### src/serial_pkg.sv
// constants for the dual mode serial channel
package serial_pkg;
  // byte addresses of the nibble registers
  localparam logic [15:0] ADDR_MODE     = 16'hFF70;
  localparam logic [15:0] ADDR_PARCLK   = 16'hFF71;
  localparam logic [15:0] ADDR_TRIG     = 16'hFF72;
  localparam logic [15:0] ADDR_ERR      = 16'hFF73;
  localparam logic [15:0] ADDR_DATALO   = 16'hFF74;
  localparam logic [15:0] ADDR_DATAHI   = 16'hFF75;
  localparam logic [15:0] ADDR_TEST     = 16'hFF76;
  localparam logic [15:0] ADDR_IMASK    = 16'hFFE3;
  localparam logic [15:0] ADDR_IFLAG    = 16'hFFF3;
  // field positions
  localparam int BIT_PINEN   = 0;
  localparam int BIT_MODELO  = 1;
  localparam int BIT_PARSNS  = 2;
  localparam int BIT_PAREN   = 3;
  localparam int BIT_TRANSMIT_ENABLE    = 0;
  localparam int BIT_TRANSMIT_TRIGGER   = 1;
  localparam int BIT_RECEIVE_ENABLE    = 2;
  localparam int BIT_RECEIVE_TRIGGER   = 3;
  localparam int BIT_OVR     = 0;
  localparam int BIT_PAR     = 1;
  localparam int BIT_FRM     = 2;
  localparam int BIT_RXDONE  = 0;
  localparam int BIT_TXDONE  = 1;
  localparam int BIT_ERREV   = 2;
  // reset values
  localparam logic [3:0] RST_NIBBLE = 4'h0;
  // modes
  localparam logic [1:0] MODE_MASTER = 2'h0;
  localparam logic [1:0] MODE_SLAVE  = 2'h1;
  localparam logic [1:0] MODE_ASYNC7 = 2'h2;
  localparam logic [1:0] MODE_ASYNC8 = 2'h3;
  // bit rates and derived half-bit counts at 25 MHz
  localparam int CLK_HZ   = 25000000;
  localparam int RATE_0   = 1200;
  localparam int RATE_1   = 600;
  localparam int RATE_2   = 2400;
  localparam int HALF_0   = CLK_HZ / (2 * RATE_0);
  localparam int HALF_1   = CLK_HZ / (2 * RATE_1);
  localparam int HALF_2   = CLK_HZ / (2 * RATE_2);
  // timer source: half a bit is one timer tick
  localparam int HALF_TMR = 1;
  localparam int BITS_MAX = 11;
endpackage : serial_pkg

### src/dual_mode_serial_interface.sv
// dual mode serial channel with nibble registers on an axi4-lite slave
`timescale 1ns/1ps
module dual_mode_serial_interface
  import serial_pkg::*;
(
  input  wire logic        clk,           // core clock
  input  wire logic        rst_n,         // async reset, active low
  input  wire logic [15:0] s_axi_awaddr,  // write address
  input  wire logic        s_axi_awvalid, // write address valid
  output logic             s_axi_awready, // write address ready
  input  wire logic [31:0] s_axi_wdata,   // write data
  input  wire logic [3:0]  s_axi_wstrb,   // write strobes
  input  wire logic        s_axi_wvalid,  // write data valid
  output logic             s_axi_wready,  // write data ready
  output logic [1:0]       s_axi_bresp,   // write response
  output logic             s_axi_bvalid,  // write response valid
  input  wire logic        s_axi_bready,  // write response ready
  input  wire logic [15:0] s_axi_araddr,  // read address
  input  wire logic        s_axi_arvalid, // read address valid
  output logic             s_axi_arready, // read address ready
  output logic [31:0]      s_axi_rdata,   // read data
  output logic [1:0]       s_axi_rresp,   // read response
  output logic             s_axi_rvalid,  // read data valid
  input  wire logic        s_axi_rready,  // read data ready
  input  wire logic        timerRate,     // programmable timer rate tick
  input  wire logic        serialIn,      // serial data in pin
  output logic             serialOut,     // serial data out
  output logic             serialOutOe_n, // data out enable, low drives
  input  wire logic        sclkIn,        // external serial clock in
  output logic             sclkOut,       // master serial clock out
  output logic             sclkOe_n,      // clock enable, low drives
  output logic             pinsSerial,    // port pins owned by serial
  output logic             irq            // level interrupt
);
  typedef enum {IDLE, START, DATA, PARITY, STOP} phase_e;

  typedef struct packed {
    logic        awHeld, wHeld, bvalid, rvalid;
    logic [15:0] awAddr;
    logic [31:0] wData;
    logic [3:0]  wStrb;
    logic [31:0] rdata;
    logic        rErr, bErr;
    logic [3:0]  modeReg, parClk, errs, iflag, imask;
    logic        testBit, transmit_enable, receive_enable, txRun, rxRun, rxUnread;
    logic [7:0]  data;
    phase_e      txPh, rxPh;
    logic [3:0]  txCnt, rxCnt;
    logic [7:0]  txSh, rxSh;
    logic [19:0] txTmr, rxTmr;
    logic        txHalf, txPar, rxPar;
    logic        sin1, sin2, sck1, sck2, sckD, tmr1, tmr2, tmrD;
    logic        sout, sclk;
  } state_s;

  state_s st, nx;

  // half bit period for the selected rate: clock cycles for codes 0 to 2, timer ticks for code 3
  function automatic logic [19:0] halfCount(input logic [1:0] sel);
    case (sel)
      2'h0:    halfCount = 20'(HALF_0);
      2'h1:    halfCount = 20'(HALF_1);
      2'h2:    halfCount = 20'(HALF_2);
      2'h3:    halfCount = 20'(HALF_TMR);
      default: halfCount = 20'(HALF_0);
    endcase
  endfunction : halfCount

  // register address decode
  function automatic logic isMapped(input logic [15:0] a);
    isMapped = (a == ADDR_MODE) || (a == ADDR_PARCLK) || (a == ADDR_TRIG) ||
               (a == ADDR_ERR) || (a == ADDR_DATALO) || (a == ADDR_DATAHI) ||
               (a == ADDR_TEST) || (a == ADDR_IMASK) || (a == ADDR_IFLAG);
  endfunction : isMapped

  logic [1:0] mode;
  logic       asyncMode, bitCount8, rateTick, tmrTick, sckRise, sckFall, rxTick;
  logic       doWr, wrLane;
  logic [3:0] wrNib;
  logic       rxDone, txDone, frmEv, parEv, ovrEv;

  assign mode      = {st.modeReg[3:2] == 2'h0 ? st.modeReg[2] : st.modeReg[2],
                      st.modeReg[BIT_MODELO]};
  assign asyncMode = mode[1];

  // handshake outputs from state
  assign s_axi_awready = !st.awHeld;
  assign s_axi_wready  = !st.wHeld;
  assign s_axi_bvalid  = st.bvalid;
  assign s_axi_bresp   = st.bErr ? 2'h2 : 2'h0;
  assign s_axi_arready = !st.rvalid;
  assign s_axi_rvalid  = st.rvalid;
  assign s_axi_rdata   = st.rdata;
  assign s_axi_rresp   = st.rErr ? 2'h2 : 2'h0;
  assign pinsSerial    = st.modeReg[BIT_PINEN];
  assign serialOut     = st.sout;
  assign serialOutOe_n = !st.modeReg[BIT_PINEN];
  assign sclkOut       = st.sclk;
  assign sclkOe_n      = !(st.modeReg[BIT_PINEN] && mode == MODE_MASTER);
  assign irq           = |(st.iflag[2:0] & st.imask[2:0]);

  always_comb begin
    nx = st;
    // synchronisers for pins and timer tick
    nx.sin1 = serialIn;
    nx.sin2 = st.sin1;
    nx.sck1 = sclkIn;
    nx.sck2 = st.sck1;
    nx.sckD = st.sck2;
    nx.tmr1 = timerRate;
    nx.tmr2 = st.tmr1;
    nx.tmrD = st.tmr2;
    tmrTick = st.tmr2 && !st.tmrD;
    sckRise = st.sck2 && !st.sckD;
    sckFall = !st.sck2 && st.sckD;
    bitCount8 = (mode != MODE_ASYNC7);
    rxDone = 1'b0;
    txDone = 1'b0;
    frmEv  = 1'b0;
    parEv  = 1'b0;
    ovrEv  = 1'b0;
    rateTick = 1'b0;
    // write channel capture
    if (s_axi_awvalid && !st.awHeld) begin
      nx.awHeld = 1'b1;
      nx.awAddr = s_axi_awaddr;
    end
    if (s_axi_wvalid && !st.wHeld) begin
      nx.wHeld = 1'b1;
      nx.wData = s_axi_wdata;
      nx.wStrb = s_axi_wstrb;
    end
    doWr   = st.awHeld && st.wHeld && !st.bvalid;
    wrLane = st.wStrb[st.awAddr[1:0]];
    wrNib  = st.wData[{st.awAddr[1:0], 3'h0} +: 4];
    if (st.bvalid && s_axi_bready) begin
      nx.bvalid = 1'b0;
    end
    // transmit side bit timer; the rate source
    if (st.txTmr == 20'h0) begin
      nx.txTmr = halfCount(st.parClk[1:0]) - 20'h1;
    end else begin
      nx.txTmr = st.txTmr - 20'h1;
    end
    rateTick = (st.parClk[1:0] == 2'h3) ? tmrTick : (st.txTmr == 20'h0);
    // transmitter
    if (st.txRun) begin
      if (mode == MODE_SLAVE ? sckFall : rateTick) begin
        nx.txHalf = !st.txHalf;
        if (mode == MODE_MASTER) begin
          nx.sclk = st.txHalf;
        end
        // a bit lasts two half-bit ticks, except on slave clock edges
        if (!st.txHalf || mode == MODE_SLAVE) begin
          case (st.txPh)
            START: begin
              nx.sout = asyncMode ? 1'b0 : st.txSh[0];
              nx.txPh = DATA;
              nx.txCnt = 4'h0;
              nx.txPar = st.parClk[BIT_PARSNS];
              if (!asyncMode) begin
                nx.txSh = {1'b0, st.txSh[7:1]};
                nx.txCnt = 4'h1;
              end
            end
            DATA: begin
              if (st.txCnt == (bitCount8 ? 4'h8 : 4'h7)) begin
                nx.txPh = !asyncMode ? IDLE :
                          (st.parClk[BIT_PAREN] ? PARITY : STOP);
                nx.sout = st.parClk[BIT_PAREN] && asyncMode ? st.txPar : 1'b1;
                if (!asyncMode) begin
                  nx.txRun = 1'b0;
                  txDone = 1'b1;
                end
              end else begin
                nx.sout  = st.txSh[0];
                nx.txPar = st.txPar ^ st.txSh[0];
                nx.txSh  = {1'b0, st.txSh[7:1]};
                nx.txCnt = st.txCnt + 4'h1;
              end
            end
            PARITY: begin
              nx.sout = 1'b1;
              nx.txPh = STOP;
            end
            STOP: begin
              nx.txPh  = IDLE;
              nx.txRun = 1'b0;
              txDone   = 1'b1;
            end
            default: nx.txPh = IDLE;
          endcase
        end
      end
    end else begin
      nx.sout = 1'b1;
      nx.sclk = 1'b1;
      nx.txHalf = 1'b0;
    end
    // receiver timer: counts timer ticks on the timer source, else clocks
    rxTick = (st.parClk[1:0] == 2'h3) ? tmrTick : 1'b1;
    if (st.rxTmr != 20'h0 && rxTick) begin
      nx.rxTmr = st.rxTmr - 20'h1;
    end
    // receiver
    if (st.rxRun) begin
      case (st.rxPh)
        IDLE: begin
          if (asyncMode && !st.sin2) begin
            nx.rxPh  = START;
            nx.rxTmr = halfCount(st.parClk[1:0]);
          end else if (!asyncMode) begin
            nx.rxPh  = DATA;
            nx.rxCnt = 4'h0;
            nx.rxPar = st.parClk[BIT_PARSNS];
          end
        end
        START: begin
          if (st.rxTmr == 20'h0) begin
            nx.rxPh  = st.sin2 ? IDLE : DATA;
            nx.rxCnt = 4'h0;
            nx.rxPar = st.parClk[BIT_PARSNS];
            nx.rxTmr = {halfCount(st.parClk[1:0]) [18:0], 1'b0};
          end
        end
        DATA: begin
          if (asyncMode ? st.rxTmr == 20'h0 :
              (mode == MODE_SLAVE ? sckRise : (st.txRun && rateTick && st.txHalf))) begin
            nx.rxSh  = {st.sin2, st.rxSh[7:1]};
            nx.rxPar = st.rxPar ^ st.sin2;
            nx.rxCnt = st.rxCnt + 4'h1;
            nx.rxTmr = {halfCount(st.parClk[1:0]) [18:0], 1'b0};
            if (st.rxCnt == (bitCount8 ? 4'h7 : 4'h6)) begin
              nx.rxPh = !asyncMode ? STOP :
                        (st.parClk[BIT_PAREN] ? PARITY : STOP);
              if (!bitCount8) begin
                nx.rxSh = {1'b0, st.sin2, st.rxSh[7:2]};
              end
            end
          end
        end
        PARITY: begin
          if (st.rxTmr == 20'h0) begin
            parEv    = (st.rxPar ^ st.sin2);
            nx.rxPh  = STOP;
            nx.rxTmr = {halfCount(st.parClk[1:0]) [18:0], 1'b0};
          end
        end
        STOP: begin
          if (!asyncMode || st.rxTmr == 20'h0) begin
            frmEv     = asyncMode && !st.sin2;
            ovrEv     = st.rxUnread;
            nx.data   = st.rxSh;
            nx.rxUnread = 1'b1;
            nx.rxPh   = IDLE;
            nx.rxRun  = 1'b0;
            rxDone    = 1'b1;
          end
        end
        default: nx.rxPh = IDLE;
      endcase
    end
    // register writes
    if (doWr) begin
      nx.awHeld = 1'b0;
      nx.wHeld  = 1'b0;
      nx.bvalid = 1'b1;
      nx.bErr   = !isMapped(st.awAddr);
      if (wrLane) begin
        case (st.awAddr)
          ADDR_MODE:   nx.modeReg = {1'b0, wrNib[2:0]};
          ADDR_PARCLK: nx.parClk = wrNib;
          ADDR_TRIG: begin
            nx.transmit_enable = wrNib[BIT_TRANSMIT_ENABLE];
            nx.receive_enable = wrNib[BIT_RECEIVE_ENABLE];
            if (wrNib[BIT_TRANSMIT_TRIGGER] && wrNib[BIT_TRANSMIT_ENABLE] && !st.txRun) begin
              nx.txRun = 1'b1;
              nx.txPh  = START;
              nx.txSh  = st.data;
            end
            if (wrNib[BIT_RECEIVE_TRIGGER] && wrNib[BIT_RECEIVE_ENABLE] && !st.rxRun) begin
              nx.rxRun = 1'b1;
              nx.rxPh  = IDLE;
            end
          end
          ADDR_DATALO: nx.data[3:0] = wrNib;
          ADDR_DATAHI: nx.data[7:4] = wrNib;
          ADDR_TEST:   nx.testBit = wrNib[0];
          ADDR_IMASK:  nx.imask = {1'b0, wrNib[2:0]};
          ADDR_ERR:    nx.errs = st.errs & ~{1'b0, wrNib[2:0]};
          ADDR_IFLAG:  nx.iflag = st.iflag & ~{1'b0, wrNib[2:0]};
          default: ;
        endcase
      end
    end
    if (!nx.transmit_enable) begin
      nx.txRun = 1'b0;
      nx.txPh  = IDLE;
    end
    if (!nx.receive_enable) begin
      nx.rxRun = 1'b0;
      nx.rxPh  = IDLE;
    end
    if (frmEv) nx.errs[BIT_FRM] = 1'b1;
    if (parEv) nx.errs[BIT_PAR] = 1'b1;
    if (ovrEv) nx.errs[BIT_OVR] = 1'b1;
    if (frmEv || parEv || ovrEv) nx.iflag[BIT_ERREV] = 1'b1;
    if (txDone) nx.iflag[BIT_TXDONE] = 1'b1;
    if (rxDone) nx.iflag[BIT_RXDONE] = 1'b1;
    // register reads
    if (st.rvalid && s_axi_rready) begin
      nx.rvalid = 1'b0;
    end
    if (s_axi_arvalid && !st.rvalid) begin
      nx.rvalid = 1'b1;
      nx.rErr   = !isMapped(s_axi_araddr);
      nx.rdata  = 32'h0;
      case (s_axi_araddr)
        ADDR_MODE:   nx.rdata[{s_axi_araddr[1:0], 3'h0} +: 4] = st.modeReg;
        ADDR_PARCLK: nx.rdata[{s_axi_araddr[1:0], 3'h0} +: 4] = st.parClk;
        ADDR_TRIG:   nx.rdata[{s_axi_araddr[1:0], 3'h0} +: 4] =
                       {st.rxRun, st.receive_enable, st.txRun, st.transmit_enable};
        ADDR_ERR:    nx.rdata[{s_axi_araddr[1:0], 3'h0} +: 4] = st.errs;
        ADDR_DATALO: begin
          nx.rdata[{s_axi_araddr[1:0], 3'h0} +: 4] = st.data[3:0];
          nx.rxUnread = 1'b0;
        end
        ADDR_DATAHI: begin
          nx.rdata[{s_axi_araddr[1:0], 3'h0} +: 4] = st.data[7:4];
          nx.rxUnread = 1'b0;
        end
        ADDR_TEST:   nx.rdata[{s_axi_araddr[1:0], 3'h0} +: 4] = {3'h0, st.testBit};
        ADDR_IMASK:  nx.rdata[{s_axi_araddr[1:0], 3'h0} +: 4] = st.imask;
        ADDR_IFLAG:  nx.rdata[{s_axi_araddr[1:0], 3'h0} +: 4] = st.iflag;
        default: ;
      endcase
      if (rxDone) nx.rxUnread = 1'b1;
    end
  end

  // state register
  always_ff @(posedge clk or negedge rst_n) begin
    if (!rst_n) begin
      st      <= '0;
      st.sout <= 1'b1;
      st.sclk <= 1'b1;
      st.sin1 <= 1'b1;
      st.sin2 <= 1'b1;
    end else begin
      st <= nx;
    end
  end

  txDoneFlag_a: assert property (@(posedge clk) disable iff (!rst_n)
    $fell(st.txRun) && st.transmit_enable |-> st.iflag[BIT_TXDONE])
    else $error("tx done flag not set");
  // interrupt ties to mask and flag
  irqMask_a: assert property (@(posedge clk) disable iff (!rst_n)
    irq == |(st.iflag[2:0] & st.imask[2:0]))
    else $error("irq mismatch");
  // framing flag sets only on stop error
  frmSet_a: assert property (@(posedge clk) disable iff (!rst_n)
    $rose(st.errs[BIT_FRM]) |-> $past(frmEv))
    else $error("framing flag rose without cause");
  parSet_a: assert property (@(posedge clk) disable iff (!rst_n)
    $rose(st.errs[BIT_PAR]) |-> $past(parEv) && $past(st.parClk[BIT_PAREN]))
    else $error("parity flag rose without cause");
  ovrSet_a: assert property (@(posedge clk) disable iff (!rst_n)
    $rose(st.errs[BIT_OVR]) |-> $past(st.rxUnread))
    else $error("overrun without unread data");
  txGate_a: assert property (@(posedge clk) disable iff (!rst_n)
    st.txRun |-> st.transmit_enable)
    else $error("transmitter runs while disabled");
  rxGate_a: assert property (@(posedge clk) disable iff (!rst_n)
    st.rxRun |-> st.receive_enable)
    else $error("receiver runs while disabled");
  // idle line high when not sending
  idleHigh_a: assert property (@(posedge clk) disable iff (!rst_n)
    !st.txRun ##1 !st.txRun |-> serialOut)
    else $error("line not idle high");
endmodule : dual_mode_serial_interface

### config.mk
export PLATFORM = sky130hd
export DESIGN_NAME = dual_mode_serial_interface
export DESIGN_NICKNAME = d
export VERILOG_FILES = /design/src/serial_pkg.sv /design/src/dual_mode_serial_interface.sv
export SDC_FILE = /design/constraint.sdc
export NUM_CORES = 1
export LEC_CHECK = 0
export ABC_AREA = 1
export BUFFER_PORTS_ARGS = -buffer_cell sky130_fd_sc_hd__buf_2
export CORE_ASPECT_RATIO = 1.4
export CORE_UTILIZATION = 60
export DETAILED_ROUTE_END_ITERATION = 6
export PLACE_DENSITY = 0.78
export SYNTH_ARGS = -nofsm -noshare
export SYNTH_HDL_FRONTEND = slang
export SYNTH_SLANG_ARGS = --single-unit
### constraint.sdc
create_clock -name clk -period 2.66 [get_ports clk]
set_input_delay 0.266 -clock clk [delete_from_list [all_inputs] [get_ports clk]]
set_output_delay 0.266 -clock clk [all_outputs]
set_load 0.02 [all_outputs]
==> results of run 1 <==
[area by class of cell]
type                       instances  area [sq um]
multi-input combinational       1210          6001
inverter                         200         750.7
clock inverter                    11         123.9
timing repair buffer             177          1281
sequential                       229          5737
fill                            1656          6212
tap                              260         325.3
clock buffer                      33         694.4
[state kept, by name, indices dropped and copies added (netlist names)]
signal,flops
pinsSerial,1
s_axi_rvalid,1
s_axi_rdata,16
mode,1
serialOut,1
st,201
sclkOut,1
nx,5
asyncMode,1
s_axi_bvalid,1
[metrics by stage]
stage	worst slack [ns]	area (sq um)	hold slack [ns]
after floorplan	0.6234	12940	-0.02959
after global placement	0.3018	13670	0.3004
after detailed placement	0.2818	13670	0.2955
after CTS	0.2196	14910	0.1351
after global routing	0.001155	14910	0.1842
final	0.2103	14910	0.1497
[kinds of logic after synthesis]
| group | count (synthesis) | synth area share |
|---|---|---|
| compound gates | 215 | 0.09514 |
| xor+xnor | 35 | 0.02381 |
| fa+ha+maj | 15 | 0.01458 |
| buf+inv | 275 | 0.09359 |
| flops | 229 | 0.4455 |
| mux | 31 | 0.02643 |
| other cells | 1 | 0.0002913 |
| simple gates | 896 | 0.3007 |
[power breakdown]
part / leakage, nW / switching (mW) / internal [mW]
logic: 4.36 / 0.974 / 0.530
registers: 3.01 / 0.214 / 3.80
clock network: 0.398 / 1.44 / 2.03
total: 7.77 / 2.63 / 6.36
[layer usage]
metal,vias to the layer above,part of all wire
met5,-,0
met4,0,0.043
met3,106,0.041
met2,384,0.52
met1,5626,0.39
li1,5738,-
[cells in the final DEF, fill, tap and decap left out, types with 4 or more instances in the layout]
master and n:
a21oi_1 37, buf_12 5, buf_2 89, buf_4 40, clkbuf_16 24, clkbuf_8 6
clkinv_2 5, conb_1 18, dfrtp_1 224, dfstp_2 4, dlygate4sd3_1 42, ha_1 15
inv_1 156, inv_2 42, mux2_2 24, mux2i_1 7, nand2_1 397, nand3_1 137
nand3b_1 4, nand4_1 35, nor2_1 236, nor2_2 5, nor3_1 47, nor3_2 11
nor4_1 4, o211ai_1 6, o21ai_0 116, o21ai_1 6, o21ai_2 11, o21bai_1 11
o22ai_1 10, or2_2 5, xnor2_1 15, xor2_1 20
[how the worst max path moves through the flow]
stage               cells after the start           endpoint                     start
global route                           11   st[29]$_DFF_PN0_       st[168]$_DFFE_PN0P_
finish                                 11   st[77]$_DFF_PN0_  s_axi_bvalid$_DFFE_PN0P_
CTS                                    11   st[77]$_DFF_PN0_  s_axi_bvalid$_DFFE_PN0P_
detailed placement                     10   st[49]$_DFF_PN0_       st[168]$_DFFE_PN0P_
global placement                       10   st[49]$_DFF_PN0_       st[168]$_DFFE_PN0P_
floorplan                              10  st[100]$_DFF_PN0_  s_axi_bvalid$_DFFE_PN0P_
[critical path, stage by stage, from the launching register on]
cell	delay [ns]
dfrtp_1	0.42
nor3_1	0.49
inv_2	0.14
nor2_4	0.24
inv_2	0.09
nor3_4	0.30
nand4_1	0.13
buf_4	0.26
o21ai_0	0.12
nor2_1	0.06
nand2_1	0.07
inv_1	0.04
[timing repair]
action,4_1_cts,5_1_grt
hold buffers,42,0
endpoints found under the hold margin,114,0
gates resized for setup,0,1
endpoints found under the setup margin,0,1
setup buffers,0,0
==> metrics.md, run 1 <==
| Metric | Value |
|---|---|
| Hold Path Sink | s_axi_rdata[25]$_DFFE_PN0P_ |
| Worst slew pin tran | 1.011 ns |
| Power after layout | 8.986 mW |
| 1st-iter DRT viols | 917 |
| Synth Cell Area | 12870 sq um |
| Minimum clock period | 2.450 ns |
| Global Route Usage Sum | 0.3164 |
| Reg-to-Reg End | st[77]$_DFF_PN0_ |
| Ys async rst share | 1.000 |
| Vias | 11854 |
| Clock Sinks | 229 |
| Top-count cell post-synth | nand2_1 |
| CP required | 3.09 ns |
| Initial cell density of the core | 0.6095 |
| Post-synthesis cell count | 1697 |
| Max Cap Viol | 0 |
| Root buf cell | clkbuf_16 |
| Final Hold Vio Count | 0 |
| Clock-pin slew on the worst setup and hold paths | 0.06 ns |
| Leak | 7.766 nW |
| VDD IR max | 0.7502 mV |
| Normalized max-slew margin | 0.3242 |
| EDFF count, synth | 0 |
| Drt total wl | 33910 um |
| Crit. End Element | register |
| Num CTS Buffers | 24 |
| Ys flop type | dfrtp_1 |
| WP data arrival | 2.88 ns |
| Avg Vias per Cell | 5.592 |
| RePlAce Congestion | 1.007 |
| Nets | 1935 |
| Detailed-route DRC error count | 0 |
| Final Skew | 0.01044 ns |
| Cell row count | 63 |
| Synth area leader | dfrtp_1 |
| Hold Startpoint | s_axi_araddr[0] |
| Setup CP Type | reg -> reg |
| R2R depth | 11 |
| Drt pass-1 iters | 5 |
| Clk buf depth | 3 |
| Die Area | 22060 sq um |
| Antenna violations before repair | 0 |
| Worst R2R Start | s_axi_bvalid$_DFFE_PN0P_ |
| Avg WL per Cell | 16.00 um |
| Top cells by count, synth | nand2_1, nor2_1, dfrtp_1, inv_1, nand3_1 |
| GR peak layer | met2 |
| DP Cell Count | 2034 |
| FF+latch count, synth | 229 |
| Final period util | 0.9210 |
| Largest net degree at the start of global routing | 79 |
| Warnings from Yosys | 0 |
| Ports | 125 |
| Pwr/cell area | 602.6 nW/um^2 |
| Vias in the first global route | 11815 |
| Fin cells | 2120 |
| WHS Path Cells | 3 |
| Yosys top cell area share | 0.4373 |
| Met2 usage | 0.5866 |
| Share of cells above drive strength 1 | 0.1559 |
| Status | complete, no violations |
| Setup_tns | 0 ns |
| Met1 Resource Use GR | 0.3681 |
| Seq/Total Area, Yosys | 0.4455 |
| TritonCTS clock tree | yes |
| DIE HEIGHT | 175.3 um |
| # H-tree levels | 1 |
| Die width | 125.8 um |
| I/O Buffers | 90 |
| Unique masters post-synth | 49 |
| Final setup fails | 0 |
| Core Box Area | 21130 sq um |
| Met3 Usage GRT | 0.03107 |
| Hold Crit Class | in -> reg |
| Fmax achieved | 408.2 MHz |
| Fin. max-slew vios | 0 |
| RSZ-0062 raised after global routing | false |
| Final core utilization | 0.7059 |
| Area grow syn2layout | 15.83% |
| First-pass GRT wire length | 56430 um |
| Number of nets still failing antenna checks after routing | 0 |
| Worst Setup Start Kind | register |
| Diode count | 0 |
| Mean Syn Cell Area | 7.587 sq um |
| Reg2reg setup slack | 0.21 ns |
| Largest fanout on the critical path | 29 |
| Total grt overflow | 0 |
| Post-DP HPWL | 23880 um |
| Synth top area cells | dfrtp_1, nand2_1, nor2_1 |
| Clk_lat worst skew | 0.53 ns |
(Power assumes the default switching activity.)
==> inputs of run 2 (changes only) <==
Settings changed: CORE_MARGIN from default to 3, PLACE_DENSITY 0.78 to 0.92.
==> run 2 against run 1 <==
  * First-iteration DRC count increased by 18%
  * Routed wire length increased by 4.4%
  * Sequential cell count is the same
  * Critical path type unchanged
  * Highest routed layer unchanged
  * Non-clock buffer count shrank 18
  * Sequential power rose by 1%
  * Via count rose by 2.4%
==> metrics.md, run 2 (synthesized netlist as in run 1, its figures left out) <==
| Metric | Value |
|---|---|
| Area grow syn2layout | 13.76% |
| Die width | 129.8 um (+3.2%) |
| Commonest non-fill, non-tap cell in the layout | nand2_1 |
| # H-tree levels | 1 (unchanged) |
| I/O Buffers | 90 (unchanged) |
| Vias | 12134 (+2.4%) |
| Detailed-route DRC error count | 0 (unchanged) |
| Fmax achieved | 393.1 MHz (-3.7%) |
| 1st-iter DRT viols | 1079 (+18%) |
| Avg Vias per Cell | 5.795 (+3.6%) |
| Antenna violations before repair | 0 (unchanged) |
| Worst slew pin tran | 0.9854 ns (-0.02588 ns) |
| DIE HEIGHT | 179.3 um (+2.3%) |
| Setup_tns | 0 ns (unchanged) |
| Internal Power | 6.117 mW (-3.8%) |
| Vias in the first global route | 12176 (+3.1%) |
| Num CTS Buffers | 23 (-4.2%) |
| Nets | 1916 (-0.98%) |
| Sw Share | 0.3065 (+0.01383) |
| Crit path max-delay cell type | dfrtp_1 |
| Number of nets still failing antenna checks after routing | 0 (unchanged) |
| Clock-pin slew on the worst setup and hold paths | 0.07 ns (about the same) |
| CP required | 3.02 ns (-0.07 ns) |
| Core Box Area | 20790 sq um (-1.6%) |
| Fin. max-slew vios | 0 (unchanged) |
| Largest Register | st |
| Global Route Usage Sum | 0.3093 (-0.007120) |
| Setup CP Type | reg -> reg |
| Crit. End Element | register |
| Clk_lat worst skew | 0.52 ns (about the same) |
| First-pass GRT wire length | 58170 um (+3.1%) |
| Hold Crit Class | in -> reg |
| Cell row count | 62 (-1.6%) |
| Max Cap Viol | 0 (unchanged) |
| Worst setup margin | 0.1162 ns (-0.09409 ns) |
| Final Skew | 0.01626 ns (+0.005822 ns) |
| Final setup fails | 0 (unchanged) |
| Total grt overflow | 0 (unchanged) |
| Worst path cell trace | nand2_2, inv_2, nand2_1, nand2_1, nor2_1, nor2_4, inv_2, nor3_4, nand4_1, buf_4, o21ai_0, nor3_1 |
| Leak | 7.639 nW (-1.6%) |
| Fin cells | 2094 (-1.2%) |
| Design area | 14650 sq um (-1.8%) |
| RePlAce Congestion | 0.9533 (-5.4%) |
| Total net switching power | 2.704 mW (+2.8%) |
| DP Cell Count | 2023 (-0.54%) |
| Status | complete, no violations |
| Most frequent cells in the layout | nand2_1, nor2_1, dfrtp_1 |
| Seq pwr share | 0.460 (+0.013) |
| Die Area | 23280 sq um (+5.5%) |
| Post-DP HPWL | 24260 um (+1.6%) |
| Largest register FFs | 201 (unchanged) |
| Drt pass-1 iters | 6 (+1) |
| Clk pwr share | 0.366 (-0.020) |
| Minimum clock period | 2.544 ns (+0.09409 ns) |
| WP data arrival | 2.91 ns (+0.03 ns) |
| Share of cells above drive strength 1 | 0.1529 (-0.003030) |
| Pwr/cell area | 602.3 nW/um^2 (about the same) |
| Final period util | 0.9563 (+0.03537) |
| Pre-CTS setup slack | 0.2574 ns (-0.02444 ns) |
| Drt total wl | 35420 um (+4.4%) |
| Final Hold Vio Count | 0 (unchanged) |
| Worst Setup Start Kind | register |
| VDD IR max | 0.7186 mV (-4.2%) |
| Largest fanout on the critical path | 26 (-10%) |
| Crit-path max cell delay | 0.55 ns (+0.06 ns) |
| Root buf cell | clkbuf_16 |
| Normalized max-slew margin | 0.3414 (+0.01729) |
| RSZ-0062 raised after global routing | false |
| Initial cell density of the core | 0.6193 (+0.009830) |
| Avg WL per Cell | 16.91 um (+5.7%) |
| Largest net degree at the start of global routing | 68 (-14%) |
| Ports | 125 (unchanged) |
| Comb power frac | 0.174 (+0.007) |
| Delay-heaviest family, CP | simple AND/OR/NAND/NOR gates |
| Area of placed instances | 13590 sq um (-0.60%) |
| Clock Sinks | 229 (unchanged) |
| Worst path bufs/invs | 3 (-1) |
| Diode count | 0 (unchanged) |
| TritonCTS clock tree | yes |
| Clk buf depth | 3 (unchanged) |
run 2: cell types whose count changed in the layout (fill, tap and decap cells not counted), moves of 2 or more:
cell           delta
clkinv_2          -2
clkbuf_8          -2
buf_4             -5
dlygate4sd3_1    -11
clkinv_4          +3
buf_12            -2
run 2: metrics by stage:
stage | power, mW | hold WS, ns | util
after floorplan | 4.948 | -0.02959 | -
after global placement | 5.331 | 0.2435 | 0.6536
after detailed placement | 5.428 | 0.2564 | 0.6536
after CTS | 8.684 | 0.001095 | 0.7041
after global routing | 9.105 | 0.01108 | 0.7045
final | 8.821 | 0.009986 | 0.7045
run 2: area by class of cell:
class	count	area (sq um)
Timing Repair Buffer	159	1094
Multi-Input combinational cell	1210	6006
Sequential cell	229	5737
Clock inverter	10	97.59
Inverter	200	750.7
Clock buffer	30	641.9
Tap cell	256	320.3
Fill cell	1593	6143
run 2: final timing paths:
kind,start,to,slack [ns],depth (start not counted)
setup / recovery,st[245]$_DFFE_PN0P_,st[81]$_DFF_PN0_,0.12,12
hold / removal,s_axi_awaddr[8],st[253]$_DFFE_PN0P_,0.01,2
setup reg to reg,st[245]$_DFFE_PN0P_,st[81]$_DFF_PN0_,0.12,12
hold reg to reg,nx[6]$_DFF_PN0_,nx[5]$_DFF_PN0_,0.35,0
max in group asynchronous,rst_n,st[23]$_DFF_PN0_,1.63,3
min in group asynchronous,rst_n,st[259]$_DFFE_PN0P_,0.30,2
run 2: what timing repair did:
action / 4_1_cts / 5_1_grt
hold buffers: 31 / 0
endpoints found under the hold margin: 93 / 0
resized for setup: 0 / 3
buffers inserted: 0 / 0
setup endpoints to repair: 0 / 56
run 2: power groups by stage:
stage          Combinational (mW)  Clock (mW)  Sequential [mW]
6_report                     1.53        3.23             4.06
5_1_grt                      1.65        3.39             4.07
4_1_cts                      1.44        3.24             4.01
3_5_place_dp                 1.37           0             4.06
3_3_place_gp                 1.30           0             4.03
2_1_floorplan               0.944           0             4.00
run 2: layer usage:
layer  part of all wire  GRT usage
met4              0.056     0.1529
met2               0.52     0.5594
met1               0.36     0.3563
met3              0.067    0.04143
met5                  0          0
